<file path="src/rtl/isr_pkg.sv">
package isr_pkg;

  //////////////////////////////////////////////////////////////////////////////
  // abnormal-operation condition word, bit positions
  localparam int QB_OVER_VOLTAGE = 0;
  localparam int QB_OVER_CURRENT = 1;
  localparam int QB_POWER_FAIL = 2;
  localparam int QB_POWER_LIMIT = 3;
  localparam int QB_OVER_TEMP = 4;
  localparam int QB_MASTER_SLAVE = 5;
  localparam int QB_INHIBIT = 9;
  localparam int QB_UNREGULATED = 10;
  localparam logic [15:0] QUE_MASK = 16'h063f;

  // standard event bits
  localparam int EB_OPC = 0;
  localparam int EB_QUERY = 2;
  localparam int EB_DEVICE = 3;
  localparam int EB_EXEC = 4;
  localparam int EB_SYNTAX = 5;
  localparam int EB_POWER_ON = 7;
  localparam logic [7:0] ESR_MASK = 8'hbd;

  // summary byte bits
  localparam int SB_ERRQ = 2;
  localparam int SB_QUES = 3;
  localparam int SB_MAV = 4;
  localparam int SB_ESB = 5;
  localparam int SB_MSS = 6;
  localparam int SB_OPER = 7;
  localparam logic [7:0] SRE_MASK = 8'hbc;

  // reset values
  localparam logic [7:0] ESR_RST = 8'h80;
  localparam logic [7:0] ESE_RST = 8'h00;
  localparam logic [7:0] SRE_RST = 8'h00;
  localparam logic [15:0] QEN_RST = 16'h0000;
  localparam logic [15:0] QRISE_RST = 16'h063f;
  localparam logic [15:0] QFALL_RST = 16'h0000;

  // error codes, two's complement
  localparam logic [15:0] ERR_OVERFLOW = 16'hfea2;
  localparam logic [15:0] ERR_NONE = 16'h0000;

  //////////////////////////////////////////////////////////////////////////////
  typedef enum logic [3:0] {
    SEL_STB, SEL_ESR, SEL_ESE, SEL_SRE, SEL_QCOND, SEL_QEVENT,
    SEL_QENABLE, SEL_QRISE, SEL_QFALL, SEL_ERRQ, SEL_OUTQ
  } isr_sel_type;

  typedef struct packed {
    logic rd;
    logic wr;
    isr_sel_type sel;
    logic [15:0] data;
  } isr_req_type;

  typedef struct packed {
    logic overVoltageTrip;
    logic overCurrentTrip;
    logic powerFailTrip;
    logic powerLimit;
    logic overTemp;
    logic masterSlaveTrip;
    logic externalInhibitTrip;
    logic outputUnregulated;
  } isr_trip_type;

  typedef struct packed {
    logic opcDone;
    logic newCmdBeforeRead;
    logic inputBufFull;
    logic deviceErr;
    logic execErr;
    logic syntaxErr;
  } isr_evt_type;

endpackage : isr_pkg

</file>
<file path="src/rtl/isr_mem.sv">
// simple dual-port storage, registered read data
module isr_mem
  import isr_pkg::*;
#(
  parameter int WIDTH = 16,
  parameter int DEPTH = 8,
  parameter int AW = $clog2(DEPTH)
)
(
  input wire logic sys_clk,
  input wire logic resetn,
  input wire logic wrEn,
  input wire logic [AW-1:0] wrAddr,
  input wire logic [WIDTH-1:0] wrData,
  input wire logic rdEn,
  input wire logic [AW-1:0] rdAddr,
  output logic [WIDTH-1:0] rdData
);

  logic [WIDTH-1:0] store [DEPTH];
  logic [WIDTH-1:0] rdData_r;

  // array has no reset, keeps it mappable to ram
  always_ff @(posedge sys_clk)
  begin
    if (wrEn)
    begin
      store[wrAddr] <= wrData;
    end
  end

  always_ff @(posedge sys_clk or negedge resetn)
  begin
    if (!resetn)
      rdData_r <= '0;
    else if (rdEn)
      rdData_r <= store[rdAddr];
  end

  assign rdData = rdData_r;

endmodule : isr_mem

</file>
<file path="src/rtl/isr_status_core.sv">
// Summary of operation
// - enabled abnormal-operation event bits ORed into summary bit 3
// - condition bits 0..5: voltage, current, power-fail, power-limit, temperature, master/slave
// - condition bit 9 inhibit, bit 10 unregulated; other bits read zero
// - standard event register is read-only and clears on read
// - event bit 0 set when operation-complete point executed
// - event bit 2 on empty read, unread query, or both buffers full
// - event bits 3,4,5: device error, execution error, syntax error
// - event bit 7 set at power-up until read or cleared; bits 1,6 zero
// - summary bit 2 high while error queue holds any entry
// - summary bit 5 is OR of enabled standard event bits
// - summary bit 7 is enabled normal-operation summary
// - output queue is fifo; summary bit 4 while not empty
// - master summary is unlatched OR of enabled summary bits
// - status query returns master summary at bit 6, changes nothing
// - service request raises request line and latches request bit 6
// - serial poll returns latched request at bit 6 then clears it only
// - error queue is fifo; a read removes the oldest entry
// - overflow stores code -350 in newest slot instead of new entry
// - rise filter passes rising, fall filter falling, both all, none none
// - event bits latch, further events ignored while set
// - enable registers are host writable and readable
module isr_status_core
  import isr_pkg::*;
#(
  parameter int ERR_DEPTH = 8,
  parameter int OUT_DEPTH = 16
)
(
  input wire logic sys_clk,
  input wire logic resetn,
  input wire isr_req_type hostReq,
  input wire logic serialPoll,
  input wire logic statusClear,
  input wire isr_trip_type trips,
  input wire isr_evt_type events,
  input wire logic opSummary,
  input wire logic errPush,
  input wire logic [15:0] errCode,
  input wire logic msgPush,
  input wire logic [7:0] msgData,
  output logic msgReady,
  output logic [15:0] rdData,
  output logic rdValid,
  output logic [7:0] pollData,
  output logic pollValid,
  output logic serviceRequest
);

  localparam int EAW = $clog2(ERR_DEPTH);
  localparam int OAW = $clog2(OUT_DEPTH);

  //////////////////////////////////////////////////////////////////////////////
  // registers
  logic [15:0] queCond_r, queEvent_r, queEnable_r, queRise_r, queFall_r;
  logic [7:0] esr_r, ese_r, sre_r;
  logic mssPrev_r, rqs_r;
  logic [EAW-1:0] errWrPtr_r, errRdPtr_r;
  logic [EAW:0] errCount_r;
  logic [OAW-1:0] outWrPtr_r, outRdPtr_r;
  logic [OAW:0] outCount_r;
  logic outFull_r, msgReady_r;
  logic popD_r, popErr_r, popEmpty_r;
  logic [15:0] rdData_r;
  logic rdValid_r;
  logic [7:0] pollData_r;
  logic pollValid_r;

  //////////////////////////////////////////////////////////////////////////////
  // host request decode
  wire rdReq = hostReq.rd;
  wire wrReq = hostReq.wr;
  wire isEsrRd = rdReq && hostReq.sel == SEL_ESR;
  wire isQevRd = rdReq && hostReq.sel == SEL_QEVENT;
  wire isErrPop = rdReq && hostReq.sel == SEL_ERRQ;
  wire isOutPop = rdReq && hostReq.sel == SEL_OUTQ;
  wire isQueuePop = isErrPop || isOutPop;

  //////////////////////////////////////////////////////////////////////////////
  // abnormal-operation group: condition, filters, events
  logic [15:0] condNow;
  always_comb
  begin
    condNow = '0;
    condNow[QB_OVER_VOLTAGE] = trips.overVoltageTrip;
    condNow[QB_OVER_CURRENT] = trips.overCurrentTrip;
    condNow[QB_POWER_FAIL] = trips.powerFailTrip;
    condNow[QB_POWER_LIMIT] = trips.powerLimit;
    condNow[QB_OVER_TEMP] = trips.overTemp;
    condNow[QB_MASTER_SLAVE] = trips.masterSlaveTrip;
    condNow[QB_INHIBIT] = trips.externalInhibitTrip;
    condNow[QB_UNREGULATED] = trips.outputUnregulated;
  end

  // edges against last sampled condition; reset condition is all clear
  wire [15:0] condRise = condNow & ~queCond_r;
  wire [15:0] condFall = ~condNow & queCond_r;
  wire [15:0] queSet = ((condRise & queRise_r) | (condFall & queFall_r)) & QUE_MASK;
  // set beats the read-clear so no edge is lost
  wire [15:0] queEvent_nxt = ((isQevRd || statusClear) ? 16'h0000 : queEvent_r) | queSet;
  wire queSummary = |(queEvent_r & queEnable_r);

  //////////////////////////////////////////////////////////////////////////////
  // output queue state
  wire outEmpty = outCount_r == '0;
  wire outWrEn = msgPush && !outFull_r;
  wire outRdEn = isOutPop && !outEmpty;

  //////////////////////////////////////////////////////////////////////////////
  // standard event register
  logic [7:0] esrSet;
  always_comb
  begin
    esrSet = '0;
    esrSet[EB_OPC] = events.opcDone;
    esrSet[EB_QUERY] = (isOutPop && outEmpty) || events.newCmdBeforeRead
      || (events.inputBufFull && outFull_r);
    esrSet[EB_DEVICE] = events.deviceErr;
    esrSet[EB_EXEC] = events.execErr;
    esrSet[EB_SYNTAX] = events.syntaxErr;
  end
  // power-on bit only comes from the reset value; read or clear drops it
  wire [7:0] esr_nxt = (((isEsrRd || statusClear) ? 8'h00 : esr_r) | esrSet) & ESR_MASK;

  //////////////////////////////////////////////////////////////////////////////
  // error queue control
  wire errEmpty = errCount_r == '0;
  wire errFull = errCount_r == (EAW+1)'(ERR_DEPTH);
  wire errLast = errCount_r == (EAW+1)'(ERR_DEPTH - 1);
  // a full queue already ends in the overflow entry, so later pushes drop
  wire errWrEn = errPush && (!errFull || statusClear);
  wire errRdEn = isErrPop && !errEmpty && !statusClear;
  // a pop in the same cycle makes room, so that push is a plain entry
  wire [15:0] errWrData = (errLast && !errRdEn && !statusClear) ? ERR_OVERFLOW : errCode;
  wire [EAW-1:0] errRdPtr_nxt = statusClear ? errWrPtr_r : errRdPtr_r + EAW'(errRdEn);
  wire [EAW:0] errCount_nxt = statusClear ? (EAW+1)'(errWrEn)
    : errCount_r + (EAW+1)'(errWrEn) - (EAW+1)'(errRdEn);
  wire [OAW:0] outCount_nxt = outCount_r + (OAW+1)'(outWrEn) - (OAW+1)'(outRdEn);

  //////////////////////////////////////////////////////////////////////////////
  // summary byte and service request
  wire [7:0] stbBase = {opSummary, 1'b0, |(esr_r & ese_r), !outEmpty,
    queSummary, !errEmpty, 2'b00};
  wire mss = |(stbBase & sre_r & SRE_MASK);
  wire rqsSet = mss && !mssPrev_r;
  // a new request in the poll cycle survives the poll
  wire rqs_nxt = rqsSet || (rqs_r && !serialPoll);
  wire [7:0] stbQuery = stbBase | (mss ? 8'h40 : 8'h00);
  wire [7:0] pollByte = stbBase | (rqs_r ? 8'h40 : 8'h00);

  //////////////////////////////////////////////////////////////////////////////
  // read data selection
  wire [15:0] popData;
  wire [15:0] errRdData;
  wire [7:0] outRdData;
  wire [15:0] regData =
    hostReq.sel == SEL_STB ? {8'h00, stbQuery} :
    hostReq.sel == SEL_ESR ? {8'h00, esr_r} :
    hostReq.sel == SEL_ESE ? {8'h00, ese_r} :
    hostReq.sel == SEL_SRE ? {8'h00, sre_r} :
    hostReq.sel == SEL_QCOND ? queCond_r :
    hostReq.sel == SEL_QEVENT ? queEvent_r :
    hostReq.sel == SEL_QENABLE ? queEnable_r :
    hostReq.sel == SEL_QRISE ? queRise_r :
    hostReq.sel == SEL_QFALL ? queFall_r : 16'h0000;
  assign popData = popEmpty_r ? ERR_NONE : (popErr_r ? errRdData : {8'h00, outRdData});
  wire [15:0] rdData_nxt = popD_r ? popData : regData;
  wire rdValid_nxt = (rdReq && !isQueuePop) || popD_r;

  //////////////////////////////////////////////////////////////////////////////
  // storage
  isr_mem #(.WIDTH(16), .DEPTH(ERR_DEPTH)) errMem (
    .sys_clk(sys_clk),
    .resetn(resetn),
    .wrEn(errWrEn),
    .wrAddr(errWrPtr_r),
    .wrData(errWrData),
    .rdEn(errRdEn),
    .rdAddr(errRdPtr_r),
    .rdData(errRdData)
  );

  isr_mem #(.WIDTH(8), .DEPTH(OUT_DEPTH)) outMem (
    .sys_clk(sys_clk),
    .resetn(resetn),
    .wrEn(outWrEn),
    .wrAddr(outWrPtr_r),
    .wrData(msgData),
    .rdEn(outRdEn),
    .rdAddr(outRdPtr_r),
    .rdData(outRdData)
  );

  //////////////////////////////////////////////////////////////////////////////
  // status and mask registers
  always_ff @(posedge sys_clk or negedge resetn)
  begin
    if (!resetn)
    begin
      queCond_r <= '0;
      queEvent_r <= '0;
      esr_r <= ESR_RST;
      mssPrev_r <= 1'b0;
      rqs_r <= 1'b0;
    end
    else
    begin
      queCond_r <= condNow;
      queEvent_r <= queEvent_nxt;
      esr_r <= esr_nxt;
      mssPrev_r <= mss;
      rqs_r <= rqs_nxt;
    end
  end

  // host-written masks
  always_ff @(posedge sys_clk or negedge resetn)
  begin
    if (!resetn)
    begin
      ese_r <= ESE_RST;
      sre_r <= SRE_RST;
      queEnable_r <= QEN_RST;
      queRise_r <= QRISE_RST;
      queFall_r <= QFALL_RST;
    end
    else if (wrReq)
    begin
      if (hostReq.sel == SEL_ESE) ese_r <= hostReq.data[7:0];
      if (hostReq.sel == SEL_SRE) sre_r <= hostReq.data[7:0] & SRE_MASK;
      if (hostReq.sel == SEL_QENABLE) queEnable_r <= hostReq.data & QUE_MASK;
      if (hostReq.sel == SEL_QRISE) queRise_r <= hostReq.data & QUE_MASK;
      if (hostReq.sel == SEL_QFALL) queFall_r <= hostReq.data & QUE_MASK;
    end
  end

  // queue pointers; depths must be powers of two for natural wrap
  always_ff @(posedge sys_clk or negedge resetn)
  begin
    if (!resetn)
    begin
      errWrPtr_r <= '0;
      errRdPtr_r <= '0;
      errCount_r <= '0;
      outWrPtr_r <= '0;
      outRdPtr_r <= '0;
      outCount_r <= '0;
      outFull_r <= 1'b0;
      msgReady_r <= 1'b1;
    end
    else
    begin
      errWrPtr_r <= errWrPtr_r + EAW'(errWrEn);
      errRdPtr_r <= errRdPtr_nxt;
      errCount_r <= errCount_nxt;
      outWrPtr_r <= outWrPtr_r + OAW'(outWrEn);
      outRdPtr_r <= outRdPtr_r + OAW'(outRdEn);
      outCount_r <= outCount_nxt;
      outFull_r <= outCount_nxt == (OAW+1)'(OUT_DEPTH);
      msgReady_r <= outCount_nxt != (OAW+1)'(OUT_DEPTH);
    end
  end

  // answers to the host
  always_ff @(posedge sys_clk or negedge resetn)
  begin
    if (!resetn)
    begin
      popD_r <= 1'b0;
      popErr_r <= 1'b0;
      popEmpty_r <= 1'b0;
      rdData_r <= '0;
      rdValid_r <= 1'b0;
      pollData_r <= '0;
      pollValid_r <= 1'b0;
    end
    else
    begin
      popD_r <= isQueuePop;
      popErr_r <= isErrPop;
      popEmpty_r <= isErrPop ? (errEmpty || statusClear) : outEmpty;
      rdData_r <= rdData_nxt;
      rdValid_r <= rdValid_nxt;
      pollData_r <= serialPoll ? pollByte : pollData_r;
      pollValid_r <= serialPoll;
    end
  end

  assign msgReady = msgReady_r;
  assign rdData = rdData_r;
  assign rdValid = rdValid_r;
  assign pollData = pollData_r;
  assign pollValid = pollValid_r;
  assign serviceRequest = rqs_r;
endmodule : isr_status_core

</file>
<file path="config.mk">
export PLATFORM = sky130hd
export DESIGN_NAME = isr_status_core
export DESIGN_NICKNAME = d
export VERILOG_FILES = /design/src/rtl/isr_pkg.sv /design/src/rtl/isr_mem.sv /design/src/rtl/isr_status_core.sv
export SDC_FILE = /design/constraint.sdc
export NUM_CORES = 1
export LEC_CHECK = 0
export BUFFER_PORTS_ARGS = -buffer_cell sky130_fd_sc_hd__buf_2
export CAP_MARGIN = 5
export CORE_MARGIN = 5
export CORE_UTILIZATION = 61
export CTS_CLUSTER_DIAMETER = 120
export CTS_CLUSTER_SIZE = 8
export DETAILED_ROUTE_END_ITERATION = 10
export GPL_TIMING_DRIVEN = 0
export HOLD_SLACK_MARGIN = 0.06
export PLACE_DENSITY_LB_ADDON = 0.08
export SLEW_MARGIN = 0
export SYNTH_ARGS = -nofsm -noshare
export SYNTH_HDL_FRONTEND = slang
export SYNTH_SLANG_ARGS = --single-unit
</file>
<file path="constraint.sdc">
create_clock -name sys_clk -period 6 [get_ports sys_clk]
set_input_delay 0.6 -clock sys_clk [delete_from_list [all_inputs] [get_ports sys_clk]]
set_output_delay 0.6 -clock sys_clk [all_outputs]
set_load 0.02 [all_outputs]
</file>
==> out/qor.yml, run 1 <==
worst_setup_path:
  ff2ff_path_depth: 13
  r2r-end: "msgReady$_DFF_PN1_"
  path_max_fanout: 4
  rrSetupSlack_ps: 2480
  critPathLaunch: "outCount_r[2]$_DFF_PN0_"
  r2r-start: "outCount_r[2]$_DFF_PN0_"
  crit_type: "register to register"
  cp-start-kind: "register"
  cp-endpoint: "msgReady$_DFF_PN1_"
  required_ps: 6470
  worstPathArrival_ps: 3990
  crit_path_end_kind: "register"
floorplanning:
  die_h_um: 173
  core_area_mm2: 0.0261
  ios: 95
  die_w_um: 173
  rows: 59
  start_util_pct: 62.0
  die-area_mm2: 0.0299
timing:
  worst_hold_slack_ps: 177
  period_share_pct: 58.7
  finalSetupViolCount: 0
  fin_crit_ps: 3520
  worstMarginPinSlew_ps: 1280
  slew_headroom_pct: 14.8
  rsz0062_at_grt: "false"
  slew_viol_final: 0
  hold_viol: 0
  clock-skew-final_ps: 22.4
  tns_ps: 0
  fmax_mhz: 284
synthesis:
  synthTopCellsByCount: "edfxtp_1 (256), dfrtp_1 (127), mux4_2 (66)"
  yosys.cell_types.count: 67
  yosys.cell_count.top_type: "edfxtp_1"
  synth_area_leaders: "edfxtp_1 (48%), dfrtp_1 (20%), mux4_2 (9.2%)"
  yosysSeqAreaShare_pct: 68.8
  synth_area_leader_cell: "edfxtp_1"
  ys_async_sr_fraction_pct: 34.9
  synth_top_area_share_pct: 47.6
  syn_area_mm2: 0.0162
  synth_edf_count: 256
  synth_seq_cells: 393
  ys_warn_count: 0
  avgSynthCellArea_um2: 16.5
  synth-main-ff-cell: "edfxtp_1"
  syn_inst: 982
pwr:
  leakagePower_nw: 7.08
  peakVddDrop_uv: 288
  total_power_w: 0.00847
  p_per_area_mw_per_mm2: 450
clocking:
  cts_made_buffers: 55
  ctsLongestPathBuffers: 3
  cts_root_buffer: "clkbuf_16"
  clock_latency_ps: 560
  cts.sinks: 393
  path_clk_slew_ps: 50
  h-tree-depth: 2
  cts_tree: "yes"
layout:
  drive_above_1_share_pct: 29.4
  diodes: 0
  nFillCells: 1673
  layout.nets: 1227
  fin_area_mm2: 0.0188
  area_growth_pct: 16.4
worst_hold_path:
  min_path_type: "primary input to register"
detailed_routing:
  vias: 9322
  drc: 0
  dr.pass1.iters: 5
  ant_nets: 0
  via_per_inst: 6.19
  drtIter0Drc: 970
  wl_mm: 35.7
  wl_per_cell_um: 23.7
status:
  run_status: "complete, no violations"
run:
  maxCapViolCount: 0
global_routing:
  grt_pass1_vias: 9754
  grt_antenna_before_repair: 0
  grt_remaining_overflow: 0
  grt_max_degree: 78
  grt_pass1_wl_mm: 56.0
  track_usage_pct: 24.0
place:
  placed_cell_area_mm2: 0.0172
  port-buffer-count: 85
  gp_congestion: 0.921
  dp_hpwl_mm: 23.8
-- worst min-delay path by stage --
stage / startpoint / endpoint / slack [ps] / depth (start not counted)
3_5_place_dp: mssPrev_r$_DFF_PN0_ / serviceRequest$_DFF_PN0_ / 410 / 1
2_1_floorplan: resetn / errCount_r[0]$_DFF_PN0_ / 300 / 0
4_1_cts: trips[0] / queCond_r[10]$_DFF_PN0_ / 160 / 1
5_1_grt: trips[1] / queCond_r[9]$_DFF_PN0_ / 170 / 1
6_report: trips[0] / queCond_r[10]$_DFF_PN0_ / 180 / 1
3_3_place_gp: mssPrev_r$_DFF_PN0_ / serviceRequest$_DFF_PN0_ / 400 / 1
-- stage by stage --
| stage | utilization, % | worst slack (ps) | std cells |
|---|---|---|---|
| CTS | 72.1 | 2390 | 1501 |
| global route | 72.2 | 2060 | 1505 |
| floorplan | - | 3070 | 983 |
| detailed placement | 66.1 | 2440 | 1412 |
| finish | 72.2 | 2480 | 1505 |
| global placement | 65.3 | 2300 | 1403 |
-- worst max-delay path, stage by stage (launching register included) --
cell and delay [ps]:
dfrtp_1 380, inv_1 80, ha_1 150, nor4b_1 760, nor3_1 300, nand2_1 210, nand2_1 70, ha_1 220
fa_1 440, a21oi_1 170, o21bai_1 100, xnor2_1 190, nand2_1 90, or2_2 270
-- where the power goes --
| part | switching [W] | total (W) | internal [W] |
|---|---|---|---|
| combinational | 0.00113 | 0.00205 | 0.000914 |
| sequential | 0.000244 | 0.00365 | 0.00341 |
| clock | 0.00107 | 0.00277 | 0.00170 |
| total | 0.00245 | 0.00847 | 0.00603 |
-- kinds of logic after synthesis --
family	count (synthesis)	share of synthesized area [%]
AOI/OAI and AO/OA	135	5.36
buffers and inverters	68	2.13
DFF	393	68.8
and+or+nand+nor	206	6.80
muxes	145	14.4
adders and majority gates	21	1.72
other	1	0.0232
xor gates and xnor gates	13	0.704
-- cells in the final DEF (no fill, tap or decap), types with 4 or more instances in the layout --
cell type	count
clkbuf_4	4
edfxtp_1	256
buf_2	102
clkbuf_16	56
nor3_1	16
a221oi_1	4
a21oi_1	45
nor2b_1	13
xnor2_1	7
buf_1	5
buf_8	5
or2_2	12
mux4_2	66
o211ai_1	8
nand2_1	55
clkbuf_1	39
a21o_1	8
o22ai_1	8
buf_4	9
buf_6	5
xor2_1	6
a22oi_1	10
nor2_2	7
nand3b_1	10
and3_1	9
mux2_2	44
o21ai_0	22
dfstp_2	10
mux2i_1	35
nand2b_1	10
inv_1	20
nor2_1	46
dfrtp_1	127
ha_1	19
a211oi_1	4
o221ai_1	9
-- layout make-up --
type | instances | area, um2 | area share [%]
flip-flops and latches | 393 | 11100 | 59.1
repair buffers | 99 | 641 | 3.40
inverters | 22 | 82.6 | 0.439
plain buffers | 46 | 262 | 1.39
multi-input cells | 522 | 4720 | 25.1
clock inverters | 3 | 55.1 | 0.293
clock buffers | 85 | 1510 | 8.03
well taps | 335 | 419 | 2.23
-- repair_timing --
action | CTS | global route
hold endpoints to repair | 55 | 0
endpoints found under the setup margin | 0 | 0
hold buffers | 1 | 0
gates resized for setup | 0 | 0
setup buffers | 0 | 0
-- metal layers --
metal | GRT usage, % | part of all wire, % | vias to the layer above
met5 | 0 | 0 | -
met4 | 7.08 | 2.6 | 0
li1 | - | - | 4091
met2 | 37.5 | 48 | 428
met1 | 35.3 | 42 | 4733
met3 | 4.43 | 7.7 | 70
-- registers in the layout (all words and copies together) (netlist names), 4 cells and up --
name	flops
errMem.store	128
outMem.store	128
errMem.rdData	16
rdData	16
ese_r	8
outMem.rdData	8
queCond_r	8
queEnable_r	8
queEvent_r	8
queFall_r	8
queRise_r	8
esr_r	6
pollData	6
outCount_r	5
sre_r	5
errCount_r	4
outRdPtr_r	4
outWrPtr_r	4
(Power assumes the default switching activity.)
==> run 2, diff against run 1 <==
--- a/config.mk
+++ b/config.mk
@@ -8,7 +8,7 @@
 export BUFFER_PORTS_ARGS = -buffer_cell sky130_fd_sc_hd__buf_2
 export CAP_MARGIN = 5
 export CORE_MARGIN = 5
-export CORE_UTILIZATION = 61
+export CORE_UTILIZATION = 55
 export CTS_CLUSTER_DIAMETER = 120
 export CTS_CLUSTER_SIZE = 8
 export DETAILED_ROUTE_END_ITERATION = 10
==> constraint.sdc (replaced) <==
create_clock -name sys_clk -period 2.85 [get_ports sys_clk]
set_input_delay 0.285 -clock sys_clk [delete_from_list [all_inputs] [get_ports sys_clk]]
set_output_delay 0.285 -clock sys_clk [all_outputs]
set_load 0.02 [all_outputs]
==> run 2 against run 1 <==
Against the previous run:
- clock-buffer cell count grew 14
- worst hold slack lost 86 ps
- combinational power grew 120%
- global-route usage shrank 1.4 points
- sequential share of layout area shrank 1.4 points
- register-to-register slack lost 2400 ps
- clock power grew 110%
- critical path depth shrank 2
==> out/qor.yml, run 2 (synthesis gave the netlist of run 1 again) <==
status:
  run_status: "complete, no violations"  # unchanged
detailed_routing:
  dr.pass1.iters: 5  # unchanged
  vias: 9288  # was 9322
  via_per_inst: 5.82  # was 6.19
  drc: 0  # unchanged
  wl_per_cell_um: 22.9  # was 23.7 um
  wl_mm: 36.6  # was 35.7 mm
  drtIter0Drc: 848  # was 970
  ant_nets: 0  # unchanged
floorplanning:
  rows: 62  # was 59
  die_w_um: 181  # was 173 um
  die_h_um: 181  # was 173 um
  die-area_mm2: 0.0329  # was 0.0299 mm2
  start_util_pct: 56.0  # was 62.0%
  core_area_mm2: 0.0289  # was 0.0261 mm2
  ios: 95  # unchanged
clocking:
  ctsLongestPathBuffers: 3  # unchanged
  clock_latency_ps: 550  # was 560 ps
  cts_made_buffers: 55  # unchanged
  cts_tree: "yes"  # unchanged
  cts_root_buffer: "clkbuf_16"  # unchanged
  path_clk_slew_ps: 50  # about the same
  cts.sinks: 393  # unchanged
  h-tree-depth: 2  # unchanged
global_routing:
  grt_pass1_vias: 9621  # was 9754
  grt_remaining_overflow: 0  # unchanged
  grt_antenna_before_repair: 0  # unchanged
  track_usage_pct: 22.6  # was 24.0%
  grt_pass1_wl_mm: 57.5  # was 56.0 mm
  grt_max_degree: 71  # was 78
layout:
  fin_area_mm2: 0.0193  # was 0.0188 mm2
  mostFrequentLayoutCells: "edfxtp_1 (256), dfrtp_1 (127), buf_2 (101)"  # was edfxtp_1 (256), dfrtp_1 (127), buf_2 (102)
  diodes: 0  # unchanged
  reg_top3: "errMem.store (128), outMem.store (128)"  # unchanged
  final_common_cell: "edfxtp_1"  # unchanged
  area_growth_pct: 19.2  # was 16.4%
  multi_input_area_mm2: 0.00481  # was 0.00472 mm2
  drive_above_1_share_pct: 29.8  # was 29.4%
  ff_latch_area_mm2: 0.0111  # unchanged
  utilization_pct: 66.8  # was 72.2%
  nFillCells: 2055  # was 1673
  layout.nets: 1257  # was 1227
worst_setup_path:
  r2r-end: "msgReady$_DFF_PN1_"  # unchanged
  crit_path_end_kind: "register"  # unchanged
  cp-start-kind: "register"  # unchanged
  worstPathArrival_ps: 3220  # was 3990 ps
  ff2ff_path_depth: 11  # was 13
  path_max_fanout: 12  # was 4
  crit_type: "register to register"  # unchanged
  r2r-start: "outCount_r[3]$_DFF_PN0_"  # was outCount_r[2]$_DFF_PN0_
  rrSetupSlack_ps: 110  # was 2480 ps
  required_ps: 3330  # was 6470 ps
timing:
  period_share_pct: 96.1  # was 58.7%
  clock-skew-final_ps: 14.3  # was 22.4 ps
  finalSetupViolCount: 0  # unchanged
  hold_viol: 0  # unchanged
  tns_ps: 0  # unchanged
  fmax_mhz: 365  # was 284 MHz
  slew_headroom_pct: 34.3  # was 14.8%
  fin_crit_ps: 2740  # was 3520 ps
  slew_viol_final: 0  # unchanged
  worstMarginPinSlew_ps: 981  # was 1280 ps
place:
  placed_cell_area_mm2: 0.0173  # was 0.0172 mm2
  port-buffer-count: 85  # unchanged
  gp_congestion: 0.897  # was 0.921
  dp_hpwl_mm: 24.8  # was 23.8 mm
worst_hold_path:
  whs_path_depth: 2  # was 1
  hold-path-endpoint: "queFall_r[2]$_DFFE_PN0P_"  # was queCond_r[10]$_DFF_PN0_
  worstHoldStart: "hostReq[2]"  # was trips[0]
  min_path_type: "primary input to register"  # unchanged
pwr:
  peakVddDrop_uv: 628  # was 288 uV
  leakagePower_nw: 7.23  # was 7.08 nW
  p_per_area_mw_per_mm2: 939  # was 450 mW/mm2
run:
  maxCapViolCount: 0  # unchanged
-- run 2: cell count changes in the layout (fill, tap and decap cells not counted), sizes merged --
cell / before / now
buf: 129 / 138
clkbuf: 100 / 111
clkinv: 4 / 3
dlygate4sd3: 1 / 25
-- run 2: stage by stage --
stage	hold slack, ps	cells	setup slack [ps]	power (W)
3_3_place_gp	405	1452	-857	0.0119
5_1_grt	88.2	1597	-13.2	0.0190
3_5_place_dp	325	1463	-835	0.0121
4_1_cts	68.1	1590	-121	0.0182
2_1_floorplan	-10.6	983	5.98	0.0106
6_report	91.0	1597	110	0.0181
-- run 2: worst max path at each step --
stage | startpoint | end | cells after the start
6_report | outCount_r[3]$_DFF_PN0_ | msgReady$_DFF_PN1_ | 11
2_1_floorplan | outCount_r[3]$_DFF_PN0_ | msgReady$_DFF_PN1_ | 13
4_1_cts | outCount_r[3]$_DFF_PN0_ | msgReady$_DFF_PN1_ | 13
3_5_place_dp | outCount_r[3]$_DFF_PN0_ | msgReady$_DFF_PN1_ | 13
3_3_place_gp | errCount_r[2]$_DFF_PN0_ | errMem.store[1][5]$_DFFE_PP_ | 7
5_1_grt | outCount_r[3]$_DFF_PN0_ | msgReady$_DFF_PN1_ | 14
-- run 2: cell type report --
type	instances	share of cell area, %
plain buffers	45	1.33
clock buffers	99	8.11
clock inverters	2	0.201
inverters	22	0.429
multi-input cells	522	25.0
flip-flops and latches	393	57.7
well taps	384	2.49
repair buffers	130	4.73
-- run 2: report_power, final --
part	internal [W]	switching (W)	total, W
logic	0.00204	0.00244	0.00448
registers	0.00717	0.000525	0.00770
clock network	0.00366	0.00227	0.00593
-- run 2: critical path, stage by stage (launching register included) --
cell and delay, ps:
dfrtp_1 380, inv_1 80, ha_2 180, or4b_4 540
nand2_8 140, nand2_1 60, nand2_1 70, ha_2 200
fa_2 470, nor3_2 200, nand2_1 80, or2_2 270
-- run 2: layer usage --
layer / GRT usage (%) / up-vias / wire (um)
met5: 0 / - / 0
met2: 36.1 / 321 / 18100
met4: 6.33 / 0 / 752
met1: 32.9 / 4735 / 15700
li1: - / 4181 / -
met3: 3.44 / 51 / 2040
-- run 2: timing repair --
| action | CTS | global route |
|---|---|---|
| endpoints found under the setup margin | 10 | 5 |
| hold buffers | 25 | 0 |
| pin swaps | 0 | 5 |
| hold endpoints to repair | 104 | 0 |
| gates resized for setup | 8 | 9 |
| buffers inserted | 1 | 7 |
| gates cloned | 0 | 0 |
